`src/design/rscr_regs.svh`:
```
`ifndef RSCR_REGS_SVH
`define RSCR_REGS_SVH
// Summary of operation
// - Drop detector in reset mode holds reset
// - Hysteresis: trip below 2.75 V, release 2.81 V
// - Drop reset sets supply-drop flag to one
// - Power-on reset clears whole flag register
// - Reading flags returns them, then clears them
// - Power-on reset restores calendar system registers
// - Power-on reset leaves calendar counters untouched
// - Other resets keep all calendar registers
// - Calendar keeps counting during drop reset
// - Watchdog option byte 01101110B stops watchdog
// - Detector option byte 01111111B selects reset mode
// - Clock option byte 11100000B selects 24 MHz
// - Supply-drop flag sits at bit zero

`define RSCR_CLK_NS 10
`define RSCR_RST_STRETCH_NS 160
`define RSCR_RST_STRETCH_CYC ((`RSCR_RST_STRETCH_NS + `RSCR_CLK_NS - 1) / `RSCR_CLK_NS)
`define RSCR_LVD_RISE_MV 2810
`define RSCR_LVD_FALL_MV 2750

`define RSCR_FLAG_SUPPLY_DROP 0
`define RSCR_FLAG_ILLEGAL_ACC 1
`define RSCR_FLAG_PARITY 2
`define RSCR_FLAG_WDT 4
`define RSCR_FLAG_TRAP 7
`define RSCR_FLAG_RST 8'h00

`define RSCR_OPT_WDT_ON_BIT 4
`define RSCR_OPT_LVD_MODE 1:0
`define RSCR_LVD_MODE_RESET 2'h3
`define RSCR_OPT_LVD_LEVEL 7:2
`define RSCR_OPT_CLK_FREQ 4:0
`define RSCR_OPT_CLK_MODE 7:6
`define RSCR_CLK_MODE_HS 2'h3
`define RSCR_OPT_WDT_DOC 8'h6E
`define RSCR_OPT_LVD_DOC 8'h7F
`define RSCR_OPT_CLK_DOC 8'hE0
`define RSCR_OPT_RST 8'h00

`define RSCR_ADDR_SEC 4'h0
`define RSCR_ADDR_MIN 4'h1
`define RSCR_ADDR_HOUR 4'h2
`define RSCR_ADDR_DAY 4'h3
`define RSCR_ADDR_WEEK 4'h4
`define RSCR_ADDR_MONTH 4'h5
`define RSCR_ADDR_YEAR 4'h6
`define RSCR_ADDR_ALM_MIN 4'h7
`define RSCR_ADDR_ALM_HOUR 4'h8
`define RSCR_ADDR_ALM_WEEK 4'h9
`define RSCR_ADDR_CTRL_A 4'hA
`define RSCR_ADDR_CTRL_B 4'hB
`define RSCR_ADDR_SUBCNT 4'hC
`define RSCR_CNT_WORDS 10
`define RSCR_SYS_RST 8'h00
`define RSCR_CTRL_A_RUN 7

`define RSCR_SEC_MAX 8'h3B
`define RSCR_MIN_MAX 8'h3B
`define RSCR_HOUR_MAX 8'h17
`define RSCR_DAY_MIN 8'h01
`define RSCR_DAY_MAX 8'h1F
`define RSCR_WEEK_MAX 8'h06
`define RSCR_MONTH_MIN 8'h01
`define RSCR_MONTH_MAX 8'h0C
`define RSCR_YEAR_MAX 8'h63
`define RSCR_ZERO 8'h00
`endif

```
`src/design/rscr_pkg.sv`:
```
`include "rscr_regs.svh"
package rscr_pkg;
	typedef struct packed {
		logic [7:0] wdt;
		logic [7:0] lvd;
		logic [7:0] clk;
	} rscr_opt_s;

	typedef struct packed {
		logic [7:0] calendar_ctrl_a;
		logic [7:0] calendar_ctrl_b;
		logic [7:0] subcount_correction;
	} rscr_sys_s;

	typedef logic [`RSCR_CNT_WORDS-1:0][7:0] rscr_cnt_t;

	typedef enum logic [1:0] {
		RSCR_RUN = 2'h0,
		RSCR_HOLD = 2'h1,
		RSCR_STRETCH = 2'h3
	} rscr_seq_e;

	typedef struct packed {
		rscr_seq_e seq;
		logic [7:0] stretch;
		logic lvd_low;
		logic [7:0] reset_flag_reg;
		rscr_opt_s opt;
		logic opt_loaded;
		rscr_sys_s sys;
		logic [7:0] flag_rdata;
		logic [7:0] cal_rdata;
	} rscr_top_s;
endpackage : rscr_pkg

```
`src/design/rscr_cal_cnt.sv`:
```
`include "rscr_regs.svh"
// Counting registers carry no reset at all: every reset, power-on included,
// leaves them as they were; counting goes on while the chip is held, except after power-on, which clears the run bit.
module rscr_cal_cnt (
	input wire logic clk_i,
	input wire logic tick_i,
	input wire logic run_i,
	input wire logic wr_i,
	input wire logic [3:0] addr_i,
	input wire logic [7:0] wdata_i,
	output rscr_pkg::rscr_cnt_t cnt_o
);
	rscr_pkg::rscr_cnt_t st;
	rscr_pkg::rscr_cnt_t next_st;

	function automatic logic [8:0] step(input logic [7:0] v, input logic [7:0] lo,
			input logic [7:0] hi, input logic en);
		if (!en) begin
			step = {1'b0, v};
		end else if (v >= hi) begin
			step = {1'b1, lo};
		end else begin
			step = {1'b0, v + 8'h01};
		end
	endfunction : step

	always_comb begin
		logic c_min;
		logic c_hour;
		logic c_day;
		logic c_month;
		logic c_year;
		logic unused_wrap;
		c_min = 1'b0;
		c_hour = 1'b0;
		c_day = 1'b0;
		c_month = 1'b0;
		c_year = 1'b0;
		unused_wrap = 1'b0;
		next_st = st;
		{c_min, next_st[`RSCR_ADDR_SEC]} = step(st[`RSCR_ADDR_SEC], `RSCR_ZERO,
			`RSCR_SEC_MAX, tick_i && run_i);
		{c_hour, next_st[`RSCR_ADDR_MIN]} = step(st[`RSCR_ADDR_MIN], `RSCR_ZERO,
			`RSCR_MIN_MAX, c_min);
		{c_day, next_st[`RSCR_ADDR_HOUR]} = step(st[`RSCR_ADDR_HOUR], `RSCR_ZERO,
			`RSCR_HOUR_MAX, c_hour);
		{unused_wrap, next_st[`RSCR_ADDR_WEEK]} = step(st[`RSCR_ADDR_WEEK], `RSCR_ZERO,
			`RSCR_WEEK_MAX, c_day);
		// Month lengths are not modelled: day wraps at 31 in every month
		{c_month, next_st[`RSCR_ADDR_DAY]} = step(st[`RSCR_ADDR_DAY], `RSCR_DAY_MIN,
			`RSCR_DAY_MAX, c_day);
		{c_year, next_st[`RSCR_ADDR_MONTH]} = step(st[`RSCR_ADDR_MONTH], `RSCR_MONTH_MIN,
			`RSCR_MONTH_MAX, c_month);
		{unused_wrap, next_st[`RSCR_ADDR_YEAR]} = step(st[`RSCR_ADDR_YEAR], `RSCR_ZERO,
			`RSCR_YEAR_MAX, c_year);
		// A write wins over a tick in the same cycle
		if (wr_i && addr_i <= `RSCR_ADDR_ALM_WEEK) begin
			next_st[addr_i] = wdata_i;
		end
	end

	always_ff @(posedge clk_i) begin
		st <= next_st;
	end

	assign cnt_o = st;
endmodule : rscr_cal_cnt

```
`src/design/rscr_sync.sv`:
```
module rscr_sync #(
	parameter int WIDTH = 1,
	parameter logic [WIDTH-1:0] RST_VAL = '0
) (
	input wire logic clk_i,
	input wire logic rst_i,
	input wire logic [WIDTH-1:0] d_i,
	output logic [WIDTH-1:0] q_o
);
	typedef struct packed {
		logic [WIDTH-1:0] meta;
		logic [WIDTH-1:0] q;
	} rscr_sync_s;

	rscr_sync_s st;
	rscr_sync_s next_st;

	always_comb begin
		next_st.meta = d_i;
		next_st.q = st.meta;
	end

	always_ff @(posedge clk_i or posedge rst_i) begin
		if (rst_i) begin
			st <= {RST_VAL, RST_VAL};
		end else begin
			st <= next_st;
		end
	end

	assign q_o = st.q;
endmodule : rscr_sync

```
`src/design/rscr_top.sv`:
```
`include "rscr_regs.svh"
module rscr_top (
	input wire logic clk_i,
	input wire logic rst_i,
	input wire logic vdd_above_fall_i,
	input wire logic vdd_above_rise_i,
	input wire logic ext_reset_n_i,
	input wire logic wdt_expire_i,
	input wire logic illegal_access_i,
	input wire logic parity_error_i,
	input wire logic trap_i,
	input wire rscr_pkg::rscr_opt_s opt_bytes_i,
	input wire logic flag_rd_i,
	output logic [7:0] flag_rdata_o,
	input wire logic cal_wr_i,
	input wire logic cal_rd_i,
	input wire logic [3:0] cal_addr_i,
	input wire logic [7:0] cal_wdata_i,
	output logic [7:0] cal_rdata_o,
	input wire logic sec_tick_i,
	output logic chip_reset_o,
	output logic lvd_reset_mode_o,
	output logic [5:0] lvd_level_code_o,
	output logic wdt_run_o,
	output logic [4:0] hoco_freq_code_o,
	output logic hs_main_mode_o
);
	localparam logic [7:0] STRETCH_LAST = 8'(`RSCR_RST_STRETCH_CYC - 1);

	rscr_pkg::rscr_top_s st;
	rscr_pkg::rscr_top_s next_st;
	rscr_pkg::rscr_cnt_t cnt;
	logic above_fall;
	logic above_rise;
	logic ext_reset_n;
	logic lvd_mode;
	logic src_active;
	logic cnt_wr;
	logic cal_run;

	// Comparators and the reset pin are asynchronous to clk_i
	rscr_sync #(
		.WIDTH(3),
		.RST_VAL(3'h7)
	) u_sync (
		.clk_i(clk_i),
		.rst_i(rst_i),
		.d_i({vdd_above_fall_i, vdd_above_rise_i, ext_reset_n_i}),
		.q_o({above_fall, above_rise, ext_reset_n})
	);

	assign lvd_mode = st.opt_loaded &&
		(st.opt.lvd[`RSCR_OPT_LVD_MODE] == `RSCR_LVD_MODE_RESET);
	assign src_active = st.lvd_low || !ext_reset_n || wdt_expire_i ||
		illegal_access_i || parity_error_i || trap_i;
	assign chip_reset_o = st.lvd_low || (st.seq != rscr_pkg::RSCR_RUN);
	assign cal_run = st.sys.calendar_ctrl_a[`RSCR_CTRL_A_RUN];
	// Software cannot run while the chip is held, so writes are dropped then
	assign cnt_wr = cal_wr_i && !chip_reset_o;

	always_comb begin
		next_st = st;

		// Option bytes are sampled once after power-on release, like straps
		if (!st.opt_loaded) begin
			next_st.opt = opt_bytes_i;
			next_st.opt_loaded = 1'b1;
		end

		// Trip below the falling level, release only above the rising level
		if (!lvd_mode) begin
			next_st.lvd_low = 1'b0;
		end else if (!st.lvd_low && !above_fall) begin
			next_st.lvd_low = 1'b1;
		end else if (st.lvd_low && above_rise) begin
			next_st.lvd_low = 1'b0;
		end

		case (st.seq)
			rscr_pkg::RSCR_RUN: begin
				if (src_active) begin
					next_st.seq = rscr_pkg::RSCR_HOLD;
				end
			end
			rscr_pkg::RSCR_HOLD: begin
				if (!src_active) begin
					next_st.seq = rscr_pkg::RSCR_STRETCH;
					next_st.stretch = STRETCH_LAST;
				end
			end
			rscr_pkg::RSCR_STRETCH: begin
				if (src_active) begin
					next_st.seq = rscr_pkg::RSCR_HOLD;
				end else if (st.stretch == 8'h00) begin
					next_st.seq = rscr_pkg::RSCR_RUN;
				end else begin
					next_st.stretch = st.stretch - 8'h01;
				end
			end
			default: begin
				next_st.seq = rscr_pkg::RSCR_HOLD;
			end
		endcase

		// Clear on read first, then sources set: a set never gets lost
		if (flag_rd_i) begin
			next_st.flag_rdata = st.reset_flag_reg;
			next_st.reset_flag_reg = `RSCR_FLAG_RST;
		end
		if (st.lvd_low) begin
			next_st.reset_flag_reg[`RSCR_FLAG_SUPPLY_DROP] = 1'b1;
		end
		if (wdt_expire_i) begin
			next_st.reset_flag_reg[`RSCR_FLAG_WDT] = 1'b1;
		end
		if (illegal_access_i) begin
			next_st.reset_flag_reg[`RSCR_FLAG_ILLEGAL_ACC] = 1'b1;
		end
		if (parity_error_i) begin
			next_st.reset_flag_reg[`RSCR_FLAG_PARITY] = 1'b1;
		end
		if (trap_i) begin
			next_st.reset_flag_reg[`RSCR_FLAG_TRAP] = 1'b1;
		end

		if (cnt_wr) begin
			case (cal_addr_i)
				`RSCR_ADDR_CTRL_A: next_st.sys.calendar_ctrl_a = cal_wdata_i;
				`RSCR_ADDR_CTRL_B: next_st.sys.calendar_ctrl_b = cal_wdata_i;
				`RSCR_ADDR_SUBCNT: next_st.sys.subcount_correction = cal_wdata_i;
				default: begin
				end
			endcase
		end

		if (cal_rd_i) begin
			case (cal_addr_i)
				`RSCR_ADDR_CTRL_A: next_st.cal_rdata = st.sys.calendar_ctrl_a;
				`RSCR_ADDR_CTRL_B: next_st.cal_rdata = st.sys.calendar_ctrl_b;
				`RSCR_ADDR_SUBCNT: next_st.cal_rdata = st.sys.subcount_correction;
				default: begin
					if (cal_addr_i <= `RSCR_ADDR_ALM_WEEK) begin
						next_st.cal_rdata = cnt[cal_addr_i];
					end else begin
						next_st.cal_rdata = 8'h00;
					end
				end
			endcase
		end
	end

	// rst_i is the power-on reset; other sources drive chip_reset_o and, except the pin, set flags, but reset no state here
	always_ff @(posedge clk_i or posedge rst_i) begin
		if (rst_i) begin
			st.seq <= rscr_pkg::RSCR_HOLD;
			st.stretch <= STRETCH_LAST;
			st.lvd_low <= 1'b0;
			st.reset_flag_reg <= `RSCR_FLAG_RST;
			st.opt <= {`RSCR_OPT_RST, `RSCR_OPT_RST, `RSCR_OPT_RST};
			st.opt_loaded <= 1'b0;
			st.sys <= {`RSCR_SYS_RST, `RSCR_SYS_RST, `RSCR_SYS_RST};
			st.flag_rdata <= 8'h00;
			st.cal_rdata <= 8'h00;
		end else begin
			st <= next_st;
		end
	end

	rscr_cal_cnt u_cnt (
		.clk_i(clk_i),
		.tick_i(sec_tick_i),
		.run_i(cal_run),
		.wr_i(cnt_wr),
		.addr_i(cal_addr_i),
		.wdata_i(cal_wdata_i),
		.cnt_o(cnt)
	);

	assign flag_rdata_o = st.flag_rdata;
	assign cal_rdata_o = st.cal_rdata;
	assign lvd_reset_mode_o = lvd_mode;
	assign lvd_level_code_o = st.opt.lvd[`RSCR_OPT_LVD_LEVEL];
	assign wdt_run_o = st.opt_loaded && st.opt.wdt[`RSCR_OPT_WDT_ON_BIT];
	assign hoco_freq_code_o = st.opt.clk[`RSCR_OPT_CLK_FREQ];
	assign hs_main_mode_o = st.opt_loaded &&
		(st.opt.clk[`RSCR_OPT_CLK_MODE] == `RSCR_CLK_MODE_HS);
endmodule : rscr_top

```
`config.mk`:
```
export PLATFORM = sky130hd
export DESIGN_NAME = rscr_top
export DESIGN_NICKNAME = d
export VERILOG_FILES = /design/src/design/rscr_pkg.sv /design/src/design/rscr_cal_cnt.sv /design/src/design/rscr_sync.sv /design/src/design/rscr_top.sv
export VERILOG_INCLUDE_DIRS = /design/src /design/src/design
export SDC_FILE = /design/constraint.sdc
export NUM_CORES = 1
export LEC_CHECK = 0
export ABC_CLOCK_PERIOD_IN_PS = 2000
export BUFFER_PORTS_ARGS = -buffer_cell sky130_fd_sc_hd__clkbuf_2
export CAP_MARGIN = 15
export CORE_UTILIZATION = 53
export DETAILED_ROUTE_END_ITERATION = 10
export PLACE_DENSITY = 0.75
export SLEW_MARGIN = 20
export SYNTH_ARGS = -nofsm -noshare
export SYNTH_HDL_FRONTEND = slang
export SYNTH_SLANG_ARGS = --single-unit
```
`constraint.sdc`:
```
create_clock -name clk_i -period 2 [get_ports clk_i]
set_input_delay 0 -clock clk_i [delete_from_list [all_inputs] [get_ports clk_i]]
set_output_delay 0 -clock clk_i [all_outputs]
set_load 0.02 [all_outputs]
```
Yosys cells after proc, flatten, opt, wreduce, memory -nomap -nowiden
Cells that the tools add are included.
W data, S select, Z words.
{ "classes": {"shift": 0, "reduce_logical": 33, "n_mux": 39, "n_mul": 0, "n_bitwise": 0, "div": 0, "magnitude_cmp": 10, "n_eq_ne": 13, "n_addsub": 8} }
{ "op_table": {"columns": ["op", "n"], "rows": [
  ["$mux W9", 10],
  ["$bwmux W80", 1],
  ["$mux W8", 10],
  ["$add A8 B1 Y8 const B", 7],
  ["$mux W56", 1],
  ["$bmux W8 S4", 1],
  ["$demux W8 S4", 1],
  ["$pmux W8 S3", 1],
  ["$ge A8 B5 Y1 const B", 2],
  ["$ge A8 B6 Y1 const B", 2],
  ["$pmux W8 S2", 1],
  ["$reduce_bool A2 Y1", 7],
  ["$eq A4 B4 Y1 const B", 3],
  ["$mux W10", 1],
  ["$logic_and A1 B1 Y1", 9],
  ["$ge A8 B3 Y1 const B", 1],
  ["$ge A8 B4 Y1 const B", 1],
  ["$ge A8 B7 Y1 const B", 1],
  ["$logic_not A8 Y1", 1],
  ["$mux W1", 8],
  ["$ne A2 B2 Y1 const B", 4],
  ["$sub A8 B1 Y8 const B", 1],
  ["$eq A2 B2 Y1 const B", 3],
  ["$logic_or A1 B1 Y1", 6],
  ["other kinds (13)", 20]
]} }
{ "word_totals": {"rom_bits": 0, "reg_bits": 164, "output_inout_bits": 31, "latchBits": 0, "memories": 0, "word_cells": 132, "ramBits": 0, "in_bits": 49} }

Depth between registers and ports, before layout
Gate-level depths: netlist of run 1.
{ "depth": {"ltp_word": 10, "ltp_mapped": 8, "depth_no_buf": 7} }

Hierarchy
A second synthesis of run 1 with hierarchy kept.
{ "unflattened": {"cells_unflattened": 746, "hier_area_um2": 7820.0} }
{ "by_module_without_submodules": {"columns": ["mod", "seq_area_each_um2", "area_each_um2", "cells_each", "instances"], "rows": [
  ["rscr_top", 1757.9, 3911.3, 351, 1],
  ["rscr_cal_cnt", 1841.8, 3747.3, 388, 1],
  ["rscr_sync", 157.7, 161.4, 7, 1]
]} }

Worst setup path before layout of run 1
OpenSTA, ideal clock, no wires.
{ "synth_path": {"path_kind": "register -> register", "from": "reg u_cnt.st (netlist bit u_cnt.cnt_o[48])", "to": "reg u_cnt.st (netlist bit u_cnt.cnt_o[51])", "arrival_time_ns": 1.941, "period_less_slack_ns": 2.015, "n_path_buf": 0, "required_ns": 1.926, "setup_time_ns": 0.074, "slack_ns": -0.015, "stages_incl_launch_ff": 6, "cell_sequence": "dfxtp_1 ha_1 or4_1 a31o_2 or4b_1 a31oi_1"} }
{ "synth_rtl": {"columns": ["element", "line_no", "text"], "rows": [
  ["start: declaration", "rscr_cal_cnt.sv:13", "rscr_pkg::rscr_cnt_t st;"],
  ["start signal: assignment", "rscr_cal_cnt.sv:63", "st <= next_st;"]
]} }

==> flow_metrics.py, run 1 <==
metrics = {
    "outcome": {
        "outcome": "complete, no violations",
    },
    "setup_path": {
        "critPathMaxFanout": 6,
        "end_kind": "register",
        "critPathKind": "register to register",
        "crit_chain": "ha_2, and4_4, a2bb2oi_4, nand4_4, or4_4, a31oi_1",
        "crit_slowest_cell": "or4_4",
        "critical_path_required_ps": 2340,
        "crit_path_max_incr_delay_ps": 520,
        "startpoint_type": "register",
        "arrival_ps": 2320,
    },
    "drt": {
        "final_antenna_net_count": 0,
        "vias": 6230,
        "drt_iter0_drc": 495,
        "routed_wl_mm": 19.9,
        "via_per_inst": 6.07,
        "wl_per_cell_um": 19.4,
        "drtPass1Iterations": 5,
        "drc": 0,
    },
    "finish": {
        "area_growth_pct": 22.4,
        "nNetsFinal": 893,
        "final_area_um2": 9310,
        "drive_above_1_share_pct": 30.8,
        "num_antenna_cells": 0,
        "finalNonFillerCells": 1027,
    },
    "global_route": {
        "grt_max_degree": 34,
        "grt_pass1_wl_mm": 30.8,
        "antenna_found_initial": 0,
        "grtUsageTotal_pct": 27.7,
        "grt_pass1_vias": 6069,
        "grt_overflow": 0,
    },
    "yosys": {
        "synth-seq-cells": 156,
        "synth_edf_count": 24,
        "yosys_warnings": 0,
        "synth_ff_type": "dfrtp_1",
        "async_flop_share_pct": 48.7,
        "syn-cell-area_um2": 7610,
        "syn_avg_cell_area_um2": 10.6,
        "yosysSeqAreaShare_pct": 49.4,
        "ys_types": 72,
        "syn_inst": 717,
    },
    "clock_network": {
        "cts_buffers": 17,
        "clock_latency_ps": 430,
        "cts.path.max_buffers": 2,
        "cts_max_level": 4,
        "cts_root_buffer": "clkbuf_16",
        "clkTransAtPathRegs_ps": 60,
        "cts_tree": "yes",
        "cts.sinks": 156,
    },
    "timing": {
        "fin_crit_sh_pct": 98.6,
        "drv_slew": 0,
        "worst_hold_slack_ps": 63.6,
        "rsz0062_at_grt": "true",
        "finClkSkew_ps": 5.85,
        "setup_violations": 0,
        "hold_viol": 0,
        "max_freq_mhz": 507,
        "post-route-min-period_ps": 1970,
        "max_slew_margin_pct": 53.3,
        "worst_pin_slew_ps": 694,
    },
    "place": {
        "dp_hpwl_mm": 13.3,
        "place_inst": 960,
        "io_buffers": 68,
        "placed_area_um2": 8310,
        "place.gp.congestion": 0.881,
    },
    "floorplan": {
        "ios": 80,
        "core_um2": 13900,
        "die_height_um": 122,
        "initial_core_util_pct": 54.6,
        "die_w_um": 122,
        "rows": 43,
        "dieArea_um2": 14800,
    },
    "flow_run": {
        "max-cap-violations": 0,
    },
    "pwr": {
        "irDropWorstVdd_mv": 0.673,
        "total_leakage_power_nw": 3.91,
        "power_density_nw_per_um2": 770,
    },
    "hold_path": {
        "hold_path_class": "primary input to register",
    },
}
metrics by stage:
| step | setup TNS, ps | utilization, % | setup WS, ps | power, W |
|---|---|---|---|---|
| 6_report | 0 | 66.8 | 27.9 | 0.00717 |
| 5_1_grt | -267 | 66.8 | -44.0 | 0.00740 |
| 4_1_cts | 0 | 66.1 | 1.96 | 0.00717 |
| 3_5_place_dp | -134 | 59.6 | -57.6 | 0.00407 |
| 3_3_place_gp | 0 | 59.6 | 37.3 | 0.00404 |
| 2_1_floorplan | 0 | - | 8.77 | 0.00389 |
cell usage in the layout, fill, tap and decap left out, types with 5 or more instances in the layout:
cell           instances
dfrtp_1               65
a31oi_1                8
nand2_1               83
o2111ai_1             10
a22oi_1               16
clkbuf_2              68
o22ai_1                5
nor2b_1                6
nand3_1               19
mux2_2                39
a41oi_1                6
and2_1                 6
nor2_1                55
nand2b_1               6
dfxtp_1               53
clkbuf_16             19
and3_1                 9
o31ai_1                6
nand4_1                6
inv_1                 12
mux2i_1                9
edfxtp_1              24
ha_1                   7
o21ai_1                7
xor2_1                10
o22a_1                 9
nor4_1                 5
dlygate4sd3_1         28
o21ai_0               39
a21oi_1               17
nor3_1                 6
dfstp_2               11
a211oi_1               8
a21o_1                 7
mux4_2                16
buf_4                 62
power breakdown:
group	leakage [nW]	internal (W)	switching (W)
Combinational	2.02	0.000286	0.000376
Sequential	1.61	0.00333	0.0000859
Clock	0.283	0.00186	0.00123
Total	3.91	0.00548	0.00169
worst max-delay path: cells and delay by family, from the launching register on:
kind | cells | cell delay [ps]
flops | 1 | 340
fa+ha+maj | 1 | 190
compound gates | 2 | 400
simple gates | 3 | 940
flip-flops by register name, indices dropped and copies added, names as in the netlist, 3 cells and up:
register,cells
flag_rdata_o,5
u_cnt.cnt_o,80
u_sync.q_o,3
lvd_level_code_o,6
cal_rdata_o,8
hoco_freq_code_o,5
st,45
u_sync.next_st,3
worst paths after layout:
path	slack (ps)	endpoint	startpoint	cells past startpoint
min in group asynchronous	220	lvd_level_code_o[0]	rst_i	3
setup / recovery	30	u_cnt.cnt_o[53]	u_cnt.cnt_o[24]	6
hold reg to reg	360	u_sync.q_o[2]	u_sync.next_st[2]	0
hold / removal	60	u_cnt.cnt_o[36]	cal_wdata_i[4]	3
max in group asynchronous	1110	st[75]	rst_i	4
setup reg to reg	30	u_cnt.cnt_o[53]	u_cnt.cnt_o[24]	6
what timing repair did:
| item | in CTS | in global routing |
|---|---|---|
| hold endpoints to repair | 64 | 0 |
| endpoints found under the setup margin | 5 | 43 |
| hold buffers | 28 | 0 |
| pin swaps | 5 | 12 |
| gates cloned | 0 | 0 |
| gates resized for setup | 6 | 16 |
| setup buffers | 3 | 4 |
metal layers:
metal  up-vias  wire, um  GRT usage (%)
met3        46      1490           6.09
met2       310      9910           46.8
li1       2844         -              -
met4         0       536           12.0
met1      3030      7970           33.9
met5         -         0              0
synthesized netlist by cell type (all sizes together) (10+ instances only):
cell type	count	area [um2]
buf	44	292
o2111ai	10	87.6
nand2	85	324
a21oi	17	85.1
clkbuf	23	87.6
ha	10	125
nand3	19	95.1
mux2	40	454
nor3	10	66.3
mux4	16	360
mux2i	10	100
dfstp	11	289
dfxtp	56	1120
edfxtp	24	721
xor2	10	87.6
o21ai	48	244
dfrtp	65	1630
nor2	56	213
inv	13	48.8
a22oi	16	120
cell type report:
type / count / area [um2]
Clock inverter: 5 / 27.5
Timing Repair Buffer: 163 / 1180
Multi-Input combinational cell: 482 / 3520
Sequential cell: 156 / 3760
Tap cell: 180 / 225
Clock buffer: 27 / 546
Fill cell: 975 / 4630
Inverter: 14 / 52.6
kinds of logic after synthesis:
group | count (synthesis) | share of synthesized area [%]
AOI/OAI and AO/OA | 152 | 13.7
and+or+nand+nor | 238 | 16.1
other | 2 | 0.0987
adders and majority gates | 10 | 1.64
muxes | 66 | 12.0
xor gates and xnor gates | 12 | 1.38
DFF | 156 | 49.4
buffers and inverters | 81 | 5.67
Power figures use the tool's default switching activity.
==> run 2: changes to the inputs <==
--- a/config.mk
+++ b/config.mk
@@ -7,7 +7,7 @@
 export NUM_CORES = 1
 export LEC_CHECK = 0
 export ABC_CLOCK_PERIOD_IN_PS = 2000
-export BUFFER_PORTS_ARGS = -buffer_cell sky130_fd_sc_hd__clkbuf_2
+export BUFFER_PORTS_ARGS = -buffer_cell sky130_fd_sc_hd__buf_2
 export CAP_MARGIN = 15
 export CORE_UTILIZATION = 53
 export DETAILED_ROUTE_END_ITERATION = 10
==> flow_metrics.py, run 2 (same netlist as run 1, synthesis figures left out) <==
metrics = {
    "setup_path": {
        "arrival_ps": 2290,
        "critical_path_required_ps": 2340,
        "startpoint_type": "register",
        "critPathKind": "register to register",
        "critPathMaxFanout": 5,
        "end_kind": "register",
    },
    "drt": {
        "final_antenna_net_count": 0,
        "top_layer_used": "met4",
        "via_per_inst": 6.09,
        "wl_met3_mm": 1.57,
        "drc": 0,
        "vias": 6294,
        "routed-wl-met2_mm": 9.95,
        "wl_per_cell_um": 19.8,
        "drtPass1Iterations": 5,
        "wl_met1_mm": 8.23,
        "drt_iter0_drc": 648,
        "routed_wl_mm": 20.4,
    },
    "floorplan": {
        "dieArea_um2": 14800,
        "die_height_um": 122,
        "rows": 43,
        "die_w_um": 122,
        "core_um2": 13900,
        "initial_core_util_pct": 54.6,
        "ios": 80,
    },
    "place": {
        "place.gp.congestion": 0.927,
        "pre_cts_ws_ps": -193,
        "dp_hpwl_mm": 13.5,
        "io_buffers": 68,
    },
    "finish": {
        "area_growth_pct": 23.9,
        "utilization_pct": 67.6,
        "nNetsFinal": 900,
        "layout_commonest_cell": "nand2_1",
        "num_antenna_cells": 0,
        "drive_above_1_share_pct": 32.0,
        "fillers": 984,
        "largest_reg_flops": 80,
        "layout_common_cells": "nand2_1 (82), buf_2 (68), buf_4 (68), dfrtp_1 (65)",
    },
    "clock_network": {
        "cts.sinks": 156,
        "cts_root_buffer": "clkbuf_16",
        "cts.path.max_buffers": 2,
        "cts_buffers": 17,
        "clock_latency_ps": 430,
        "cts_tree": "yes",
        "cts_max_level": 4,
        "clkTransAtPathRegs_ps": 60,
    },
    "outcome": {
        "outcome": "complete, no violations",
    },
    "timing": {
        "max_freq_mhz": 513,
        "hold_viol": 0,
        "max_slew_margin_pct": 50.6,
        "worst_pin_slew_ps": 737,
        "rsz0062_at_grt": "true",
        "fin_crit_sh_pct": 97.4,
        "post-route-min-period_ps": 1950,
        "setup_violations": 0,
        "finClkSkew_ps": 7.25,
        "setup_ws_ps": 51.3,
        "drv_slew": 0,
        "tns_ps": 0,
    },
    "global_route": {
        "grt_pass1_vias": 6240,
        "grt_pass1_wl_mm": 32.5,
        "grtUsageTotal_pct": 28.9,
        "grt_overflow": 0,
        "antenna_found_initial": 0,
        "grt_max_degree": 56,
    },
    "flow_run": {
        "max-cap-violations": 0,
    },
    "pwr": {
        "irDropWorstVdd_mv": 0.608,
        "power_density_nw_per_um2": 786,
        "total_power_w": 0.00741,
        "total_leakage_power_nw": 3.95,
    },
    "hold_path": {
        "hold_path_class": "primary input to register",
    },
}
[run 2: path summary, 6_finish.rpt]
kind / depth (start not counted) / slack (ps) / start / endpoint
max: 8 / 50 / u_cnt.cnt_o[16] / u_cnt.cnt_o[35]
min reg2reg: 0 / 360 / u_sync.next_st[1] / u_sync.q_o[1]
min in group asynchronous: 3 / 150 / rst_i / lvd_level_code_o[0]
min: 3 / 10 / cal_wdata_i[4] / u_cnt.cnt_o[36]
max reg2reg: 8 / 50 / u_cnt.cnt_o[16] / u_cnt.cnt_o[35]
max in group asynchronous: 4 / 1140 / rst_i / st[82]
[run 2: metrics by stage]
step / instance area, um2 / hold slack [ps] / cells
after global placement: 8310 / 25.3 / 963
final: 9430 / 10.9 / 1034
after global routing: 9430 / 6.63 / 1034
after floorplan: 7620 / 4.48 / 719
after detailed placement: 8310 / 42.2 / 963
after CTS: 9290 / 3.13 / 1029
[run 2: what timing repair did]
action,4_1_cts,5_1_grt
setup endpoints to repair,26,50
hold buffers,29,0
resized for setup,6,27
endpoints found under the hold margin,65,0
pin swaps,4,11
setup buffers,5,5
[run 2: layout make-up]
type,instances,area [um2],area share (%)
multi-input combinational,482,3560,37.7
clock inverter,9,106,1.13
timing repair buffer,170,1210,12.9
tap,180,225,2.39
clock buffer,23,510,5.42
sequential,156,3760,39.9
inverter,14,52.6,0.558
[run 2: layer usage]
layer  global-route usage [%]  vias up
met3                     5.57       61
met4                     13.3        0
met5                        0        -
li1                         -     2845
met2                     47.5      294
met1                     36.9     3094
[run 2: critical path: stages, from the launching register on]
cell and delay (ps):
dfxtp_1 320, ha_2 190, a21o_1 220, a2111o_1 450
buf_4 180, nand3_2 130, buf_4 140, nand2_1 60
o21ai_0 190
[run 2: where the power goes]
| group | leakage [nW] | switching, W | internal [W] |
|---|---|---|---|
| clock network | 0.295 | 0.00127 | 0.00205 |
| logic | 2.05 | 0.000383 | 0.000292 |
| registers | 1.61 | 0.0000863 | 0.00333 |
| total | 3.95 | 0.00174 | 0.00567 |
==> run 3: changes to the inputs <==
--- a/config.mk
+++ b/config.mk
@@ -9,7 +9,9 @@
 export ABC_CLOCK_PERIOD_IN_PS = 2000
 export BUFFER_PORTS_ARGS = -buffer_cell sky130_fd_sc_hd__buf_2
 export CAP_MARGIN = 15
-export CORE_UTILIZATION = 53
+export CELL_PAD_IN_SITES_DETAIL_PLACEMENT = 0
+export CELL_PAD_IN_SITES_GLOBAL_PLACEMENT = 1
+export CORE_UTILIZATION = 42
 export DETAILED_ROUTE_END_ITERATION = 10
 export PLACE_DENSITY = 0.75
 export SLEW_MARGIN = 20
==> flow_metrics.py, run 3 (same netlist as run 1, synthesis figures left out) <==
metrics = {
    "timing": {
        "finClkSkew_ps": 9.73,
        "max_freq_mhz": 506,
        "fin_crit_sh_pct": 98.8,
        "post-route-min-period_ps": 1980,
        "max_slew_margin_pct": 54.6,
        "worst_hold_slack_ps": 8.94,
        "setup_violations": 0,
        "setup_ws_ps": 24.0,
        "drv_slew": 0,
        "worst_pin_slew_ps": 680,
        "hold_viol": 0,
    },
    "finish": {
        "fillers": 1480,
        "largest_reg_flops": 80,
        "area_growth_pct": 26.0,
        "drive_above_1_share_pct": 33.0,
        "layout_common_cells": "nand2_1 (81), buf_4 (75), buf_2 (68), dfrtp_1 (65), nor2_1 (55)",
        "layout_commonest_cell": "nand2_1",
        "final_area_um2": 9580,
        "num_antenna_cells": 0,
        "finalNonFillerCells": 1088,
        "nNetsFinal": 909,
    },
    "pwr": {
        "p_sw_w": 0.00174,
        "irDropWorstVdd_mv": 0.679,
        "internal-power_w": 0.00570,
        "combPwrFrac_pct": 9.2,
        "seq_power_share_pct": 45.8,
        "power_density_nw_per_um2": 777,
        "clkPwrFrac_pct": 45.0,
        "total_power_w": 0.00744,
        "swShare_pct": 23.4,
        "total_leakage_power_nw": 3.99,
    },
    "setup_path": {
        "critPathKind": "register to register",
        "cp_common_cell": "buf_4",
        "arrival_ps": 2260,
        "r2r_cells": 7,
        "critPathMaxFanout": 9,
        "r2r_end": "u_cnt.cnt_o[30]",
        "end_kind": "register",
        "crit_path_max_incr_delay_ps": 400,
        "crit_family": "simple AND/OR/NAND/NOR gates",
        "crit_slowest_cell": "dfstp_2",
        "critical_path_required_ps": 2290,
        "startpoint_type": "register",
        "crit_chain": "nor4b_4, buf_4, nand2_2, buf_4, or3_4, nand3_1, o21ai_0",
        "r2r_slack_ps": 20,
        "timing.rr.start": "st[82]",
        "cp.buffers_inverters": 2,
    },
    "hold_path": {
        "min_from": "cal_wdata_i[1]",
        "min_path_cells": 3,
        "hold_path_class": "primary input to register",
        "holdPathEnd": "u_cnt.cnt_o[41]",
    },
    "floorplan": {
        "ios": 80,
        "core_um2": 17500,
        "initial_core_util_pct": 43.5,
        "dieArea_um2": 18700,
        "die_height_um": 137,
        "die_w_um": 137,
        "rows": 48,
    },
    "flow_run": {
        "max-cap-violations": 0,
    },
    "clock_network": {
        "cts_root_buffer": "clkbuf_16",
        "clkTransAtPathRegs_ps": 60,
        "cts.path.max_buffers": 2,
        "cts_buffers": 17,
        "cts_max_level": 4,
        "cts.sinks": 156,
        "cts_tree": "yes",
        "clock_latency_ps": 420,
    },
    "global_route": {
        "grt_max_degree": 77,
        "grt_pass1_vias": 6100,
        "grt_pass1_wl_mm": 32.3,
        "grtUsageTotal_pct": 23.1,
        "antenna_found_initial": 0,
        "grt_overflow": 0,
    },
    "drt": {
        "via_per_inst": 5.55,
        "drtPass1Iterations": 5,
        "final_antenna_net_count": 0,
        "drt_iter0_drc": 375,
        "routed_wl_mm": 20.4,
        "drc": 0,
        "wl_per_cell_um": 18.7,
        "vias": 6038,
    },
    "place": {
        "io_buffers": 68,
        "place.gp.congestion": 0.869,
        "place_inst": 1013,
        "pre_cts_ws_ps": -206,
        "placed_area_um2": 8400,
        "dp_hpwl_mm": 14.0,
    },
    "outcome": {
        "outcome": "complete, no violations",
    },
}
==> run 3: worst max path at each step <==
stage / start / to / slack [ps] / depth (start not counted)
finish: st[82] / u_cnt.cnt_o[30] / 20 / 7
global route: st[82] / u_cnt.cnt_o[30] / -20 / 7
CTS: u_cnt.cnt_o[0] / u_cnt.cnt_o[36] / 10 / 8
detailed placement: u_cnt.cnt_o[0] / u_cnt.cnt_o[27] / -210 / 6
global placement: u_cnt.cnt_o[0] / u_cnt.cnt_o[27] / -120 / 6
floorplan: u_cnt.cnt_o[0] / u_cnt.cnt_o[41] / 9 / 7
==> run 3: what timing repair did <==
item / CTS / global route
hold buffers: 31 / 0
setup buffers: 5 / 6
hold endpoints to repair: 124 / 0
resized for setup: 8 / 31
setup endpoints to repair: 23 / 32
pin swaps: 9 / 12
gates cloned: 0 / 1
==> run 3: tightest hold or removal path, cell delays in order <==
cell     delay (ps)
buf_2           220
nand2_1         120
o21ai_2          50
==> run 3: cell type report <==
type	count	area (um2)	share of cell area [%]
Sequential cell	156	3760	39.3
Multi-Input combinational cell	482	3590	37.5
Inverter	14	52.6	0.548
Clock inverter	13	174	1.82
Tap cell	225	282	2.94
Timing Repair Buffer	179	1290	13.4
Clock buffer	19	433	4.52
==> run 3: power groups by stage <==
stage | Sequential [W] | Combinational [W] | Clock (W)
final | 0.00341 | 0.000683 | 0.00335
after global placement | 0.00346 | 0.000606 | 0
after floorplan | 0.00345 | 0.000448 | 0
after CTS | 0.00340 | 0.000672 | 0.00340
after global routing | 0.00342 | 0.000743 | 0.00354
after detailed placement | 0.00347 | 0.000619 | 0
==> run 3: stage by stage <==
step                      utilization (%)  TNS, ps
after global routing                 54.8    -30.3
after global placement               48.1     -879
after floorplan                         -        0
final                                54.8        0
after CTS                            53.7        0
after detailed placement             48.1    -2100
==> run 3: metal layers <==
metal	up-vias	global-route usage, %	part of all wire, %
met5	-	0	0
met1	2981	29.3	44
met2	176	38.8	49
li1	2854	-	-
met3	27	4.63	4.9
met4	0	8.52	1.8
